### src/core/nfr_pkg.sv
// nfr_pkg: register map, field positions, timing constants and carriers
// of the contactless frame configuration block.
// assumes one 250 MHz clock and a 32-bit APB register port.
package nfr_pkg;
   // clock and timing
   localparam int unsigned CLK_PERIOD_NS = 4;
   localparam int unsigned EGT_LIMIT_NS = 60000; // longest gap between characters
   localparam int unsigned EGT_LIMIT_CYC_DEF = EGT_LIMIT_NS / CLK_PERIOD_NS;
   localparam logic [3:0] CARRIER_UNIT_LAST = 4'hF; // 16 carrier ticks per unit
   localparam logic [1:0] DISTURB_BYTES = 2'h3;
   localparam logic [3:0] BYTE_BITS_LAST = 4'h7;
   // register indices, byte address is index times four
   localparam int unsigned IDX_GUARD_CTRL = 'h31;
   localparam int unsigned IDX_GUARD_LOW = 'h32;
   localparam int unsigned IDX_FRAME_CFG = 'h33;
   localparam int unsigned IDX_DETECT = 'h34;
   localparam int unsigned IDX_RX_CTRL = 'h35;
   localparam logic [11:0] ADDR_GUARD_CTRL = 12'(IDX_GUARD_CTRL * 4);
   localparam logic [11:0] ADDR_GUARD_LOW = 12'(IDX_GUARD_LOW * 4);
   localparam logic [11:0] ADDR_FRAME_CFG = 12'(IDX_FRAME_CFG * 4);
   localparam logic [11:0] ADDR_DETECT = 12'(IDX_DETECT * 4);
   localparam logic [11:0] ADDR_RX_CTRL = 12'(IDX_RX_CTRL * 4);
   // reset values
   localparam logic [7:0] RST_GUARD_CTRL = 8'hC0;
   localparam logic [7:0] RST_ZERO = 8'h00;
   localparam logic [7:0] FRAME_CFG_WMASK = 8'hCF;
   // guard control fields
   localparam int unsigned F_GUARD_ORIGIN = 7;
   localparam int unsigned F_GUARD_UNIT = 6;
   localparam int unsigned F_GUARD_HI_MSB = 5;
   localparam int unsigned F_GUARD_HI_LSB = 3;
   // frame config fields
   localparam int unsigned F_SEND_PAR = 7;
   localparam int unsigned F_RECV_PAR = 6;
   localparam int unsigned F_TAIL_MSB = 3;
   localparam int unsigned F_TAIL_LSB = 2;
   localparam int unsigned F_LEAD_MSB = 1;
   localparam int unsigned F_LEAD_LSB = 0;
   // receive control fields
   localparam int unsigned F_PARTIAL = 7;
   localparam int unsigned F_MULTI = 6;
   localparam int unsigned F_END_TYPE = 5;
   localparam int unsigned F_GAP_CHECK = 4;
   localparam int unsigned F_DISTURB = 3;
   localparam int unsigned F_BAUD_MSB = 2;
   localparam int unsigned F_BAUD_LSB = 0;
   // detect status fields
   localparam int unsigned F_SOF_EN = 5;
   localparam int unsigned F_SOF_SEEN = 4;
   localparam int unsigned F_CARRIER_SUB_IRQ_ENABLE = 2;
   localparam int unsigned F_SUBC_SEEN = 1;
   localparam int unsigned F_SUBC_LIVE = 0;

   typedef struct packed {
      logic sof;          // start-of-frame seen, pulse
      logic subc_live;    // subcarrier present, level
      logic byte_vld;     // full character received, pulse
      logic [7:0] data;
      logic par;          // received parity bit
      logic err;          // decode error or collision, pulse
      logic frame_end;    // end of received stream, pulse
      logic partial_vld;  // incomplete last byte pending at frame_end
      logic [7:0] partial;
   } nfr_rx_in_s;

   typedef struct packed {
      logic wr;
      logic [7:0] data;
   } nfr_fifo_wr_s;

   typedef struct packed {
      logic bit_vld;      // one data or parity bit, pulse
      logic bit_val;
      logic sym_vld;      // one framing symbol, pulse
      logic [1:0] sym;    // symbol number 0..2
   } nfr_tx_out_s;
endpackage

### src/core/nfr_frame_core.sv
// nfr_frame_core: register file and frame level logic of a contactless
// reader: transmit guard time, parity, lead/tail symbols, receive framing.
// assumes all strobes and tick inputs are synchronous to pclk.
`timescale 1ns/1ns
`default_nettype none
module nfr_frame_core #(
   parameter int unsigned EGT_LIMIT_CYC = nfr_pkg::EGT_LIMIT_CYC_DEF
) (
   input wire logic pclk,
   input wire logic presetn,
   input wire logic psel,
   input wire logic penable,
   input wire logic pwrite,
   input wire logic [11:0] paddr,
   input wire logic [31:0] pwdata,
   output logic [31:0] prdata,
   output logic pready,
   output logic pslverr,
   input wire logic carrier_tick,
   input wire logic half_bit_tick,
   input wire logic bit_tick,
   input wire logic tx_byte_vld,
   input wire logic [7:0] tx_byte,
   input wire logic tx_byte_last,
   output logic tx_byte_rdy,
   output nfr_pkg::nfr_tx_out_s tx_out,
   output logic tx_busy,
   output logic tx_guard_done,
   input wire logic rx_start,
   input wire logic crc_enable,
   input wire logic rx_type_b,
   input wire logic [1:0] frame_end_symbol_config,
   input wire logic [7:0] rx_error_copy,
   input wire nfr_pkg::nfr_rx_in_s rx_in,
   output nfr_pkg::nfr_fifo_wr_s fifo_out,
   output logic fifo_flush,
   output logic rx_active,
   output logic rx_irq,
   output logic frame_begin_irq,
   output logic protocol_error,
   output logic parity_error,
   output logic eof_check_enable,
   output logic eof_type_b,
   output logic [5:0] rx_baud_sel
);
   import nfr_pkg::*;

   // symbol field value 1..3 maps to symbol number 0..2
   function automatic logic [1:0] sym_number(input logic [1:0] sel);
      sym_number = sel - 2'h1;
   endfunction

   // one-hot baud select, reserved codes give all zero
   function automatic logic [5:0] baud_decode(input logic [2:0] code);
      baud_decode = 6'h00;
      if (code >= 3'h2) begin
         baud_decode = 6'(7'h01 << (code - 3'h2));
      end
   endfunction

   ////////////////////////////////////////////////////////////////////////
   // register file and APB slave
   logic [7:0] guard_low, guard_ctrl, frame_cfg, rx_ctrl;
   logic sof_en, carrier_sub_irq_enable, sof_seen, subc_seen, subc_live_q, subc_prev;
   logic [7:0] next_guard_low, next_guard_ctrl, next_frame_cfg, next_rx_ctrl;
   logic next_sof_en, next_carrier_sub_irq_enable, next_sof_seen, next_subc_seen;
   logic next_pready, next_pslverr;
   logic [31:0] next_prdata;
   logic wr_en, wr_detect, subc_rise, next_fb_irq;
   logic [7:0] detect_rd;

   // no wait state: pready rises in the first access cycle
   always_comb begin
      wr_en = psel & penable & pready & pwrite;
      wr_detect = wr_en & (paddr == ADDR_DETECT);
      subc_rise = subc_live_q & ~subc_prev;
      detect_rd = RST_ZERO;
      detect_rd[F_SOF_EN] = sof_en;
      detect_rd[F_SOF_SEEN] = sof_seen;
      detect_rd[F_CARRIER_SUB_IRQ_ENABLE] = carrier_sub_irq_enable;
      detect_rd[F_SUBC_SEEN] = subc_seen;
      detect_rd[F_SUBC_LIVE] = subc_live_q;
      next_pready = psel & ~penable;
      next_pslverr = 1'b0;
      next_prdata = 32'h0000_0000;
      unique case (paddr)
         ADDR_GUARD_CTRL: next_prdata[7:0] = guard_ctrl;
         ADDR_GUARD_LOW: next_prdata[7:0] = guard_low;
         ADDR_FRAME_CFG: next_prdata[7:0] = frame_cfg;
         ADDR_DETECT: next_prdata[7:0] = detect_rd;
         ADDR_RX_CTRL: next_prdata[7:0] = rx_ctrl;
         default: next_pslverr = psel & ~penable;
      endcase
      next_guard_low = guard_low;
      next_guard_ctrl = guard_ctrl;
      next_frame_cfg = frame_cfg;
      next_rx_ctrl = rx_ctrl;
      next_sof_en = sof_en;
      next_carrier_sub_irq_enable = carrier_sub_irq_enable;
      if (wr_en && paddr == ADDR_GUARD_LOW) next_guard_low = pwdata[7:0];
      if (wr_en && paddr == ADDR_GUARD_CTRL) next_guard_ctrl = pwdata[7:0];
      if (wr_en && paddr == ADDR_FRAME_CFG) next_frame_cfg = pwdata[7:0] & FRAME_CFG_WMASK;
      if (wr_en && paddr == ADDR_RX_CTRL) next_rx_ctrl = pwdata[7:0];
      if (wr_detect) begin
         next_sof_en = pwdata[F_SOF_EN];
         next_carrier_sub_irq_enable = pwdata[F_CARRIER_SUB_IRQ_ENABLE];
      end
      // hardware set wins over a software clear in the same cycle
      next_sof_seen = rx_in.sof | (sof_seen & ~(wr_detect & ~pwdata[F_SOF_SEEN]) & ~rx_start);
      next_subc_seen = subc_rise | (subc_seen & ~(wr_detect & ~pwdata[F_SUBC_SEEN]) & ~rx_start);
      next_fb_irq = (sof_en & rx_in.sof) | (carrier_sub_irq_enable & subc_rise);
   end

   always_ff @(posedge pclk or negedge presetn) begin
      if (!presetn) begin
         guard_low <= RST_ZERO;
         guard_ctrl <= RST_GUARD_CTRL;
         frame_cfg <= RST_ZERO;
         rx_ctrl <= RST_ZERO;
         sof_en <= 1'b0;
         carrier_sub_irq_enable <= 1'b0;
         sof_seen <= 1'b0;
         subc_seen <= 1'b0;
         subc_live_q <= 1'b0;
         subc_prev <= 1'b0;
         pready <= 1'b0;
         pslverr <= 1'b0;
         prdata <= 32'h0000_0000;
         frame_begin_irq <= 1'b0;
      end else begin
         guard_low <= next_guard_low;
         guard_ctrl <= next_guard_ctrl;
         frame_cfg <= next_frame_cfg;
         rx_ctrl <= next_rx_ctrl;
         sof_en <= next_sof_en;
         carrier_sub_irq_enable <= next_carrier_sub_irq_enable;
         sof_seen <= next_sof_seen;
         subc_seen <= next_subc_seen;
         subc_live_q <= rx_in.subc_live;
         subc_prev <= subc_live_q;
         pready <= next_pready;
         pslverr <= next_pslverr;
         prdata <= next_prdata;
         frame_begin_irq <= next_fb_irq;
      end
   end

   ////////////////////////////////////////////////////////////////////////
   // transmit guard timer
   logic [10:0] guard_cnt, next_guard_cnt, guard_target;
   logic [3:0] sub_cnt, next_sub_cnt;
   logic guard_run, next_guard_run, next_guard_done, unit_tick;
   logic tx_end_evt, rx_end_evt;

   always_comb begin
      guard_target = {guard_ctrl[F_GUARD_HI_MSB:F_GUARD_HI_LSB], guard_low};
      // either 16 carrier ticks or one half-bit tick per unit
      unit_tick = guard_ctrl[F_GUARD_UNIT] ? half_bit_tick
                  : (carrier_tick & (sub_cnt == CARRIER_UNIT_LAST));
      next_sub_cnt = sub_cnt;
      next_guard_cnt = guard_cnt;
      next_guard_run = guard_run;
      next_guard_done = tx_guard_done;
      if (guard_ctrl[F_GUARD_ORIGIN] ? rx_end_evt : tx_end_evt) begin
         next_sub_cnt = 4'h0;
         next_guard_cnt = 11'h000;
         next_guard_run = (guard_target != 11'h000);
         next_guard_done = (guard_target == 11'h000);
      end else if (guard_run) begin
         if (!guard_ctrl[F_GUARD_UNIT] && carrier_tick) next_sub_cnt = sub_cnt + 4'h1;
         if (unit_tick) begin
            next_guard_cnt = guard_cnt + 11'h001;
            if (next_guard_cnt == guard_target) begin
               next_guard_run = 1'b0;
               next_guard_done = 1'b1;
            end
         end
      end
   end

   always_ff @(posedge pclk or negedge presetn) begin
      if (!presetn) begin
         sub_cnt <= 4'h0;
         guard_cnt <= 11'h000;
         guard_run <= 1'b0;
         tx_guard_done <= 1'b1;
      end else begin
         sub_cnt <= next_sub_cnt;
         guard_cnt <= next_guard_cnt;
         guard_run <= next_guard_run;
         tx_guard_done <= next_guard_done;
      end
   end

   ////////////////////////////////////////////////////////////////////////
   // transmit framer: lead symbol, data bits lsb first, parity, tail symbol
   typedef enum logic [5:0] {
      TX_IDLE = 6'b000001,
      TX_LEAD = 6'b000010,
      TX_DATA = 6'b000100,
      TX_PAR = 6'b001000,
      TX_FETCH = 6'b010000,
      TX_TAIL = 6'b100000
   } nfr_tx_state_e;
   nfr_tx_state_e tx_state, next_tx_state;
   logic [7:0] tx_shift, next_tx_shift;
   logic [3:0] tx_bit_idx, next_tx_bit_idx;
   logic tx_last_q, next_tx_last, next_tx_rdy;
   nfr_tx_out_s next_tx_out;
   logic [1:0] lead_sel, tail_sel;

   always_comb begin
      lead_sel = frame_cfg[F_LEAD_MSB:F_LEAD_LSB];
      tail_sel = frame_cfg[F_TAIL_MSB:F_TAIL_LSB];
      next_tx_state = tx_state;
      next_tx_shift = tx_shift;
      next_tx_bit_idx = tx_bit_idx;
      next_tx_last = tx_last_q;
      next_tx_rdy = 1'b0;
      next_tx_out = '0;
      tx_end_evt = 1'b0;
      unique case (tx_state)
         TX_IDLE: begin
            // no frame may start before the guard interval has run out
            if (tx_byte_vld && tx_guard_done && !tx_byte_rdy) begin
               next_tx_shift = tx_byte;
               next_tx_last = tx_byte_last;
               next_tx_rdy = 1'b1;
               next_tx_bit_idx = 4'h0;
               next_tx_state = (lead_sel != 2'h0) ? TX_LEAD : TX_DATA;
            end
         end
         TX_LEAD: if (bit_tick) begin
            next_tx_out.sym_vld = 1'b1;
            next_tx_out.sym = sym_number(lead_sel);
            next_tx_state = TX_DATA;
         end
         TX_DATA: if (bit_tick) begin
            next_tx_out.bit_vld = 1'b1;
            next_tx_out.bit_val = tx_shift[tx_bit_idx[2:0]];
            next_tx_bit_idx = tx_bit_idx + 4'h1;
            if (tx_bit_idx == BYTE_BITS_LAST) begin
               if (frame_cfg[F_SEND_PAR]) next_tx_state = TX_PAR;
               else next_tx_state = tx_last_q ? TX_TAIL : TX_FETCH;
            end
         end
         TX_PAR: if (bit_tick) begin
            next_tx_out.bit_vld = 1'b1;
            next_tx_out.bit_val = ~^tx_shift; // odd parity
            next_tx_state = tx_last_q ? TX_TAIL : TX_FETCH;
         end
         TX_FETCH: if (tx_byte_vld && !tx_byte_rdy) begin
            next_tx_shift = tx_byte;
            next_tx_last = tx_byte_last;
            next_tx_rdy = 1'b1;
            next_tx_bit_idx = 4'h0;
            next_tx_state = TX_DATA;
         end
         TX_TAIL: if (bit_tick || tail_sel == 2'h0) begin
            next_tx_out.sym_vld = (tail_sel != 2'h0);
            next_tx_out.sym = sym_number(tail_sel);
            tx_end_evt = 1'b1;
            next_tx_state = TX_IDLE;
         end
      endcase
   end

   always_ff @(posedge pclk or negedge presetn) begin
      if (!presetn) begin
         tx_state <= TX_IDLE;
         tx_shift <= 8'h00;
         tx_bit_idx <= 4'h0;
         tx_last_q <= 1'b0;
         tx_byte_rdy <= 1'b0;
         tx_out <= '0;
         tx_busy <= 1'b0;
      end else begin
         tx_state <= next_tx_state;
         tx_shift <= next_tx_shift;
         tx_bit_idx <= next_tx_bit_idx;
         tx_last_q <= next_tx_last;
         tx_byte_rdy <= next_tx_rdy;
         tx_out <= next_tx_out;
         tx_busy <= (next_tx_state != TX_IDLE);
      end
   end

   ////////////////////////////////////////////////////////////////////////
   // receive framing, parity strip, disturbance handling, gap check
   logic [1:0] byte_cnt, next_byte_cnt;
   logic sof_got, next_sof_got, next_rx_active, err_pend, next_err_pend;
   logic [31:0] egt_cnt, next_egt_cnt;
   logic next_flush, next_rx_irq, next_perr, next_proto, bad_char, early;
   nfr_fifo_wr_s next_fifo;

   always_comb begin
      next_byte_cnt = byte_cnt;
      next_sof_got = sof_got;
      next_rx_active = rx_active;
      next_err_pend = 1'b0;
      next_egt_cnt = egt_cnt;
      next_flush = 1'b0;
      next_rx_irq = 1'b0;
      next_perr = 1'b0;
      next_proto = 1'b0;
      next_fifo = '0;
      rx_end_evt = rx_active & rx_in.frame_end;
      bad_char = 1'b0;
      early = rx_ctrl[F_DISTURB] & (byte_cnt < DISTURB_BYTES);
      // error byte of the previous stream goes in one cycle after its end
      if (err_pend) begin
         next_fifo.wr = 1'b1;
         next_fifo.data = rx_error_copy;
      end
      if (rx_start) begin
         next_rx_active = 1'b1;
         next_byte_cnt = 2'h0;
         next_sof_got = 1'b0;
         next_egt_cnt = 32'h0;
      end else if (rx_active) begin
         if (rx_in.sof) next_sof_got = 1'b1;
         if (rx_in.byte_vld) begin
            bad_char = frame_cfg[F_RECV_PAR] & (rx_in.par != ~^rx_in.data);
            next_perr = bad_char;
            next_fifo.wr = 1'b1;
            next_fifo.data = rx_in.data; // parity bit never stored
            next_egt_cnt = 32'h0;
            if (byte_cnt != DISTURB_BYTES) next_byte_cnt = byte_cnt + 2'h1;
         end else if (rx_ctrl[F_GAP_CHECK] && rx_type_b && sof_got) begin
            // gap counter saturates at the limit so the error fires once
            if (egt_cnt < EGT_LIMIT_CYC) next_egt_cnt = egt_cnt + 32'h1;
            if (egt_cnt + 32'h1 == EGT_LIMIT_CYC) next_proto = 1'b1;
         end
         if ((rx_in.err || bad_char) && early) begin
            next_flush = 1'b1;
            next_fifo.wr = 1'b0;
            next_byte_cnt = 2'h0;
         end else if (rx_in.frame_end) begin
            if (rx_in.partial_vld && (rx_ctrl[F_PARTIAL] || !crc_enable)) begin
               next_fifo.wr = 1'b1;
               next_fifo.data = rx_in.partial;
            end
            if (early && sof_got) begin
               next_flush = 1'b1; // no irq for a short frame
               next_fifo.wr = 1'b0;
            end else begin
               next_rx_irq = 1'b1;
               next_err_pend = rx_ctrl[F_MULTI];
            end
            next_rx_active = rx_ctrl[F_MULTI];
            next_byte_cnt = 2'h0;
            next_sof_got = 1'b0;
            next_egt_cnt = 32'h0;
         end
      end
   end

   always_ff @(posedge pclk or negedge presetn) begin
      if (!presetn) begin
         byte_cnt <= 2'h0;
         sof_got <= 1'b0;
         rx_active <= 1'b0;
         err_pend <= 1'b0;
         egt_cnt <= 32'h0;
         fifo_flush <= 1'b0;
         rx_irq <= 1'b0;
         parity_error <= 1'b0;
         protocol_error <= 1'b0;
         fifo_out <= '0;
      end else begin
         byte_cnt <= next_byte_cnt;
         sof_got <= next_sof_got;
         rx_active <= next_rx_active;
         err_pend <= next_err_pend;
         egt_cnt <= next_egt_cnt;
         fifo_flush <= next_flush;
         rx_irq <= next_rx_irq;
         parity_error <= next_perr;
         protocol_error <= next_proto;
         fifo_out <= next_fifo;
      end
   end

   ////////////////////////////////////////////////////////////////////////
   // decoded receiver settings for the bit decoder
   logic next_eof_chk;
   logic [5:0] next_baud;

   always_comb begin
      next_eof_chk = rx_ctrl[F_END_TYPE] | (|frame_end_symbol_config);
      next_baud = baud_decode(rx_ctrl[F_BAUD_MSB:F_BAUD_LSB]);
   end

   always_ff @(posedge pclk or negedge presetn) begin
      if (!presetn) begin
         eof_check_enable <= 1'b0;
         eof_type_b <= 1'b0;
         rx_baud_sel <= 6'h00;
      end else begin
         eof_check_enable <= next_eof_chk;
         eof_type_b <= rx_ctrl[F_END_TYPE];
         rx_baud_sel <= next_baud;
      end
   end
endmodule // nfr_frame_core
`default_nettype wire

### config.mk
export PLATFORM = sky130hd
export DESIGN_NAME = nfr_frame_core
export DESIGN_NICKNAME = d
export VERILOG_FILES = /design/src/core/nfr_pkg.sv /design/src/core/nfr_frame_core.sv
export SDC_FILE = /design/constraint.sdc
export NUM_CORES = 1
export LEC_CHECK = 0
export ABC_CLOCK_PERIOD_IN_PS = 3000
export BUFFER_PORTS_ARGS = -buffer_cell sky130_fd_sc_hd__buf_2
export CAP_MARGIN = 15
export CORE_AREA = 2 2 125 127
export CTS_CLUSTER_DIAMETER = 60
export CTS_CLUSTER_SIZE = 12
export DETAILED_ROUTE_END_ITERATION = 12
export DIE_AREA = 0 0 127 129
export GPL_TIMING_DRIVEN = 0
export PLACE_DENSITY = 0.78
export SYNTH_ARGS = -nofsm -noshare
export SYNTH_HDL_FRONTEND = slang
export SYNTH_SLANG_ARGS = --single-unit
### constraint.sdc
create_clock -name pclk -period 3 [get_ports pclk]
set_input_delay 0.3 -clock pclk [delete_from_list [all_inputs] [get_ports pclk]]
set_output_delay 0.3 -clock pclk [all_outputs]
set_load 0.02 [all_outputs]
* Yosys cells after proc, flatten, opt, wreduce, memory -nomap -nowiden *
Cells that the tools add are included.

word-level totals
  bits in read-only memories = 0
  bits of input ports = 98
  flip-flop bits (word level) = 148
  memory bits (writable) = 0
  latch bits = 0
  memories kept = 0

operators by class
  magnitude comparators = 4
  mux-type cells = 109
  bitwise gates (word level) = 29
  eq/ne operators = 21
  reductions and logical operators = 43
  div/mod/pow operators = 0
  shifts and indexed selects = 1
  $mul = 0
  add/sub/neg operators = 8

operators with widths
  kind                   count
  $mux 32                7
  $eq 12x8->1 const B    5
  $mux 6                 10
  $mux 1                 54
  $mux 9                 6
  $pmux 8 s5             1
  $pmux 6 s6             1
  $mux 11                3
  $add 32x1->32 const B  1
  $eq 32x14->1 const B   1
  $lt 32x14->1 const B   1
  $mux 4                 6
  $mux 8                 3
  $and 1x1->1            18
  $mux 2                 8
  $pmux 8 s2             1
  $reduce_bool 2->1      8
  $reduce_xnor 8->1      2
  $logic_and 1x1->1      13
  $pmux 4 s3             1
  $add 11x1->11 const B  1
  $eq 11x11->1           1
  $logic_not 11->1       1
  $reduce_bool 11->1     1
  36 further kinds       61

* Logic depth before layout (Yosys ltp) *
Gate-level depths: netlist of run 1.

  depth in word-level cells = 11
  depth in mapped cells = 9
  mapped depth without buffers = 8

* Worst setup path after synthesis of run 1 *
Ideal clock, no wire load.

  kind = register to register
  start = register byte_cnt[0]
  end = register fifo_out[7] (netlist bit)
  arrival = 2.225 ns
  clock period less this slack = 2.345 ns
  stages on the path, launching flop included = 9
  setup slack = 0.655 ns
  path through = dfrtp_1 ha_1 nor2b_1 or3b_1 mux2_4 nand3b_1 buf_2 mux2_2 a2bb2oi_1

RTL lines
  what                    line                   RTL
  start, declared         nfr_frame_core.sv:290  logic [1:0] byte_cnt, next_byte_cnt;
  start signal, assigned  nfr_frame_core.sv:371  byte_cnt <= next_byte_cnt;
  end signal, assigned    nfr_frame_core.sv:380  fifo_out <= next_fifo;
  end, declared           nfr_frame_core.sv:35   output nfr_pkg::nfr_fifo_wr_s fifo_out,

* Final worst setup path of run 1 *
  start = register egt_cnt[0]
  end = register protocol_error

between the ends
  word-level cells in the longest chain between the ends = 7

RTL lines
  what                    line                   RTL
  start, declared         nfr_frame_core.sv:292  logic [31:0] egt_cnt, next_egt_cnt;
  start signal, assigned  nfr_frame_core.sv:375  egt_cnt <= next_egt_cnt;
  $add 32x1->32           nfr_frame_core.sv:332  if (egt_cnt + 32'h1 == EGT_LIMIT_CYC) next_proto = 1'b1;
  $eq 32x14->1            nfr_frame_core.sv:332
  $mux 1                  nfr_frame_core.sv:332
  $mux 1                  nfr_frame_core.sv:329  end else if (rx_ctrl[F_GAP_CHECK] && rx_type_b && sof_got) begin
  $mux 1                  nfr_frame_core.sv:322  if (rx_in.byte_vld) begin
  $mux 1                  nfr_frame_core.sv:320  end else if (rx_active) begin
  $mux 1                  nfr_frame_core.sv:315  if (rx_start) begin
  via next_proto          nfr_frame_core.sv:293  logic next_flush, next_rx_irq, next_perr, next_proto, bad_char, early;
  end signal, assigned    nfr_frame_core.sv:379  protocol_error <= next_proto;
  end, declared           nfr_frame_core.sv:40   output logic protocol_error,

The timed path passes the listed nets, and every way through them passes these cells.
A chain may end at the register's enable or synchronous reset.

==> results of run 1 <==
## cell families (layout without fill, tap and decap cells)
kind of cell	count (synthesis)	count (layout)	share of synthesized area, %
AOI/OAI and AO/OA	128	128	11.50
xor gates and xnor gates	53	53	6.077
adders and majority gates	8	8	1.237
buffers and inverters	72	220	4.809
DFF	148	148	45.83
muxes	66	66	9.231
other	1	24	0.04634
and+or+nand+nor	318	318	21.26
## Yosys cell counts (all sizes together) (6+ instances only)
library cell	instances	area, sq um
mux2	46	521.8
o211ai	7	52.55
nor3b	6	45.04
nor2b	12	75.07
nand2	72	270.3
ha	8	100.1
a21oi	9	45.04
and2	36	225.2
xor2	25	219.0
nor3	19	105.1
nand4	26	162.7
nand3	23	120.1
dfrtp	144	3603
a22o	11	96.34
o2bb2ai	9	78.83
buf	36	252.7
o21ai	34	170.2
xnor2	26	227.7
clkbuf	22	83.83
nor2	47	178.9
nand2b	13	81.33
inv	14	52.55
mux2i	18	180.2
nor4	17	106.4
and4	6	52.55
a31oi	8	50.05
and3	13	81.33
## state kept, by name, summed over array words and instances (netlist names), 2 cells and up
name	count
tx_out	5
guard_low	8
rx_baud_sel	6
guard_ctrl	8
sub_cnt	4
rx_ctrl	8
frame_cfg	6
tx_shift	8
tx_state	6
byte_cnt	2
fifo_out	9
guard_cnt	11
tx_bit_idx	4
prdata	8
egt_cnt	32
## routing by layer
metal / up-vias / global-route usage, % / wire, microns
li1: 3164 / - / -
met4: 0 / 8.662 / 365
met2: 190 / 38.87 / 9123
met5: - / 0 / 0
met3: 31 / 4.241 / 794
met1: 3182 / 31.57 / 8363
## final timing paths
kind | from | endpoint | slack (ps) | cells past startpoint
worst max-delay path | egt_cnt[0] | protocol_error | 130 | 7
worst min-delay path | penable | pready | 80 | 2
worst max register to register | egt_cnt[0] | protocol_error | 130 | 7
worst min register to register | subc_live_q | subc_prev | 450 | 0
max in group asynchronous | presetn | tx_state[0] | 1740 | 3
min in group asynchronous | presetn | fifo_out[6] | 430 | 2
## cells in the final DEF (no fill, tap or decap), types with 18 or more instances in the layout
cell type / Yosys / layout
and2_1: 36 / 36
buf_2: 7 / 118
buf_4: 24 / 24
clkbuf_1: 21 / 22
conb_1: 1 / 24
dfrtp_1: 144 / 144
mux2_2: 45 / 45
mux2i_1: 18 / 18
nand2_1: 72 / 72
nand3_1: 22 / 22
nand4_1: 26 / 26
nor2_1: 46 / 46
o21ai_0: 33 / 33
xnor2_1: 26 / 26
xor2_1: 25 / 25
## final cells by class
type	count	area (sq um)	area share [%]
Timing Repair Buffer	116	619.3	6.442
Tap cell	188	235.2	2.447
Clock buffer	20	456.7	4.750
Inverter	14	52.55	0.5466
Clock inverter	12	120.1	1.249
Buffer	58	336.6	3.501
Sequential cell	148	3709	38.57
Multi-Input combinational cell	597	4085	42.49
## per-stage QoR
| step | setup TNS [ps] | hold WS (ps) | total power, mW | setup WS [ps] |
|---|---|---|---|---|
| CTS | 0 | 70.23 | 5.791 | 78.87 |
| global placement | -62210 | 407.5 | 3.681 | -446.7 |
| detailed placement | 0 | 336.3 | 3.729 | 129.0 |
| global route | 0 | 89.83 | 6.049 | 47.81 |
| finish | 0 | 79.29 | 5.764 | 127.5 |
| floorplan | 0 | 4.409 | 3.380 | 654.5 |
## worst max-delay path: stages (launching register included)
cell	delay (ps)
dfrtp_1	410
ha_1	320
nand4_1	320
nor4_1	410
xor2_1	170
a2111oi_1	650
o2111ai_1	220
nor4_1	260
## power by group through the flow
stage	Clock [mW]	Sequential, mW	Combinational, mW
6_report	2.06	2.38	1.33
4_1_cts	2.09	2.38	1.33
2_1_floorplan	0	2.40	0.980
3_5_place_dp	0	2.41	1.32
3_3_place_gp	0	2.40	1.28
5_1_grt	2.16	2.41	1.48
## what timing repair did
action                                 4_1_cts  5_1_grt
gates resized for setup                      0        2
setup buffers                                0        0
endpoints found under the hold margin       65        0
setup endpoints to repair                    0       11
hold buffers                                 2        0
==> results.ini, run 1 <==
[die]
rows=45
core-area_sq_um=14980
fp.dieW_microns=127
die_h_microns=129
start_util_pct=54.03
top_level_ports=163
die-area_sq_um=16380

[logic_synthesis]
synth-edff-count=0
ys.flop_type=dfrtp_1
netlist_area_sq_um=8092
synth_seq_cells=148
yosysUniqueCellTypes=74
netlist_instances=794
ys.warnings.count=0
ys_seq_area_share_pct=45.83
avgSynthCellArea_sq_um=10.19
async_flop_share_pct=100.0

[routing]
drt_iter0_drc=406
ant_nets=0
first_pass_iters=5
vias=6567
avgViaCountPerCell=5.696
wire_per_inst_microns=16.17
drc=0
drt-total-wl_microns=18650

[global_route]
grt_max_degree=84
grt_pass1_vias=6382
grt_pass1_wl_microns=30970
antenna_found_initial=0
grt_usage_pct=23.59
grt-ovfl-total=0

[pwr]
p_int_mw=4.028
p_seq_share_pct=41.3
sw_frac_of_total_pct=30.13
ir_drop_v=0.0005090
netSwitchingPower_mw=1.737
leakage_nw=4.583
power_density_nw_per_um2=599.5
pwr-share-comb_pct=23.0
p_clk_share_pct=35.7

[clock_network]
insertion_delay_ps=420
path_clk_slew_ps=60
h-tree-depth=4
clock_path_buffers=2
numCtsBuffers=17
clock-root-buffer=clkbuf_16
cts_tree=yes
clock-sinks=148

[timing]
period_share_pct=95.75
fmax_mhz=348.1
worst_pin_slew_ps=853.8
hold_viol=0
rsz0062_at_grt=false
slew-limit-headroom_pct=42.96
finalSetupViolations=0
maxSlewViolCount=0
min_period_ps=2873
finClkSkew_ps=9.236

[cells_and_area]
design_area_sq_um=9614
n_fill_cell=1224
fin_cells=1153
final_util_pct=64.19
drive_gt1_share_pct=25.28
num_antenna_cells=0
areaGrowthSynthToFinish_pct=18.82
nNetsFinal=1058

[worst_hold_path]
hp-class=in2reg

[place]
hpwl_microns=13340
gp_congestion=0.8972
dpl_cell_area_sq_um=9007
dp.cells=1118
io_buffer_count=112

[run]
cap_viol_max_count=0

[setup_path]
startpoint_type=register
crit_type=reg2reg
end_kind=register
cp.required_ps=3320
critPathArrivalTime_ps=3190
crit_path_max_fanout=8

[status]
status=complete, no violations

Power figures use the tool's default switching activity.
==> inputs of run 2 (changes only) <==
--- a/config.mk
+++ b/config.mk
@@ -8,13 +8,13 @@
 export ABC_CLOCK_PERIOD_IN_PS = 3000
 export BUFFER_PORTS_ARGS = -buffer_cell sky130_fd_sc_hd__buf_2
 export CAP_MARGIN = 15
-export CORE_AREA = 2 2 125 127
+export CORE_AREA = 2 2 146 148
 export CTS_CLUSTER_DIAMETER = 60
 export CTS_CLUSTER_SIZE = 12
 export DETAILED_ROUTE_END_ITERATION = 12
-export DIE_AREA = 0 0 127 129
+export DIE_AREA = 0 0 148 150
 export GPL_TIMING_DRIVEN = 0
-export PLACE_DENSITY = 0.78
+export PLACE_DENSITY = 0.6
 export SYNTH_ARGS = -nofsm -noshare
 export SYNTH_HDL_FRONTEND = slang
 export SYNTH_SLANG_ARGS = --single-unit
==> run 2 against run 1 <==
  * Wire length up 5.0%
  * Cell count up 7.5%
  * Power is 2.3% higher
  * Setup slack improved by 140 ps
  * Critical path depth unchanged
  * Combinational power barely moved
  * Worst hold slack worse by 8.7 ps
  * Critical endpoint unchanged
  * Largest cell class unchanged
  * Highest routed layer is now met5
==> results.ini, run 2 (synthesis gave the netlist of run 1 again) <==
[setup_path]
cp_top_family=simple AND/OR/NAND/NOR gates
slowest_delay_ps=620  ; -30 ps
startpoint_type=register
crit_buf_inv=0  ; unchanged
worstPathCellList=ha_1, nand4_1, nor4_1, xor2_1, a2111oi_0, o2111ai_1, nor4_1
crit_path_top_delay_cell=a2111oi_0
crit_type=reg2reg
cp.required_ps=3300  ; -20 ps
cp.depth=7  ; unchanged
critPathArrivalTime_ps=3040  ; -150 ps
crit_path_max_fanout=8  ; unchanged
end_kind=register
rr_worst_depth=7  ; unchanged
crit_top_cell=nor4_1

[clock_network]
cts_tree=yes
clock-sinks=148  ; unchanged
h-tree-depth=4  ; unchanged
path_clk_slew_ps=70  ; about the same
clock_path_buffers=2  ; unchanged
insertion_delay_ps=420  ; about the same
clock-root-buffer=clkbuf_16
cts_setup_buffers=0  ; unchanged
numCtsBuffers=17  ; unchanged

[die]
start_util_pct=39.11  ; -15 points
die_h_microns=150  ; +16%
top_level_ports=163  ; unchanged
core-area_sq_um=20690  ; +38%
die-area_sq_um=22200  ; +36%
rows=53  ; +18%
fp.dieW_microns=148  ; +17%

[place]
dp_slack_ps=-0.8964  ; -129.9 ps
gp_congestion=0.8845  ; -1.4%
io_buffer_count=112  ; unchanged
hpwl_microns=14170  ; +6.2%

[cells_and_area]
largest_register_ffs=32  ; unchanged
areaGrowthSynthToFinish_pct=20.60
top_register=egt_cnt
multiInputGateArea_sq_um=4098  ; +0.31%
seqCellArea_sq_um=3709  ; unchanged
nNetsFinal=1058  ; unchanged
top_regs=egt_cnt: 32 flops, guard_cnt: 11 flops, fifo_out: 9 flops
n_fill_cell=1990  ; +63%
drive_gt1_share_pct=25.28  ; unchanged
num_antenna_cells=0  ; unchanged
final_util_pct=47.16  ; -17 points
layout_common_cells=144 x dfrtp_1, 118 x buf_2, 72 x nand2_1
final_common_cell=dfrtp_1

[timing]
finClkSkew_ps=13.94  ; +4.704 ps
period_share_pct=91.24  ; -4.5 points
fin_tns_setup_ps=0  ; unchanged
finalSetupViolations=0  ; unchanged
fin_ws_ps=262.7  ; +135.2 ps
slew-limit-headroom_pct=43.50  ; +0.54 points
maxSlewViolCount=0  ; unchanged
hold_viol=0  ; unchanged
rsz0062_at_grt=false
fmax_mhz=365.3  ; +4.9%
worst_pin_slew_ps=845.7  ; -8.133 ps
min_period_ps=2737  ; -135.2 ps

[routing]
avgViaCountPerCell=5.229  ; -8.2%
drt-total-wl_microns=19590  ; +5.0%
drc=0  ; unchanged
wire_per_inst_microns=15.79  ; -2.3%
drt_iter0_drc=218  ; -46%
vias=6484  ; -1.3%
ant_nets=0  ; unchanged
first_pass_iters=5  ; unchanged

[pwr]
power_density_nw_per_um2=604.1  ; +0.75%
ir_drop_v=0.0004633  ; -9.0%
leakage_nw=4.601  ; +0.39%

[global_route]
grt_pass1_wl_microns=31710  ; +2.4%
grt_usage_pct=17.98  ; -5.6 points
antenna_found_initial=1  ; +1
grt_max_degree=94  ; +12%
grt-ovfl-total=0  ; unchanged
grt_pass1_vias=6208  ; -2.7%

[status]
status=complete, no violations

[run]
cap_viol_max_count=0  ; unchanged

[worst_hold_path]
hp-class=in2reg
min_path_cells=2  ; unchanged

[run 2: routing by layer]
metal / global-route usage [%] / routed length, microns
met4: 4.857 / 280
met2: 28.80 / 9275
met3: 4.238 / 820
met5: 0 / 4
met1: 24.54 / 9204
[run 2: final cells by class]
type,instances,share of cell area [%]
multi-input combinational,597,41.99
sequential,148,38.00
timing repair buffer,116,6.347
clock buffer,21,4.719
tap,275,3.526
buffer,58,3.449
clock inverter,11,1.423
inverter,14,0.5385
[run 2: path summary, 6_finish.rpt]
kind	start	to	slack, ps
setup / recovery	egt_cnt[0]	protocol_error	260
min in group asynchronous	presetn	egt_cnt[3]	400
max in group asynchronous	presetn	guard_ctrl[6]	1720
hold / removal	penable	pready	70
setup reg to reg	egt_cnt[0]	protocol_error	260
hold reg to reg	subc_live_q	subc_prev	480
[run 2: through the flow]
stage	instances	power, mW	hold WS [ps]	instance area, sq um
finish	1240	5.894	70.60	9758
global route	1240	6.209	61.34	9758
CTS	1239	5.946	52.10	9739
detailed placement	1205	3.734	301.8	9116
global placement	1204	3.709	408.8	9082
floorplan	817	3.380	4.409	8178
[run 2: where the power goes]
| group | leakage (nW) | switching (mW) | internal [mW] |
|---|---|---|---|
| clock network | 0.287 | 0.884 | 1.29 |
| registers | 1.96 | 0.177 | 2.20 |
| logic | 2.35 | 0.714 | 0.631 |
[run 2: what timing repair did]
| item | CTS | global route |
|---|---|---|
| gates resized for setup | 1 | 2 |
| endpoints found under the hold margin | 55 | 0 |
| endpoints found under the setup margin | 10 | 10 |
| hold buffers | 2 | 0 |
| gates cloned | 0 | 0 |
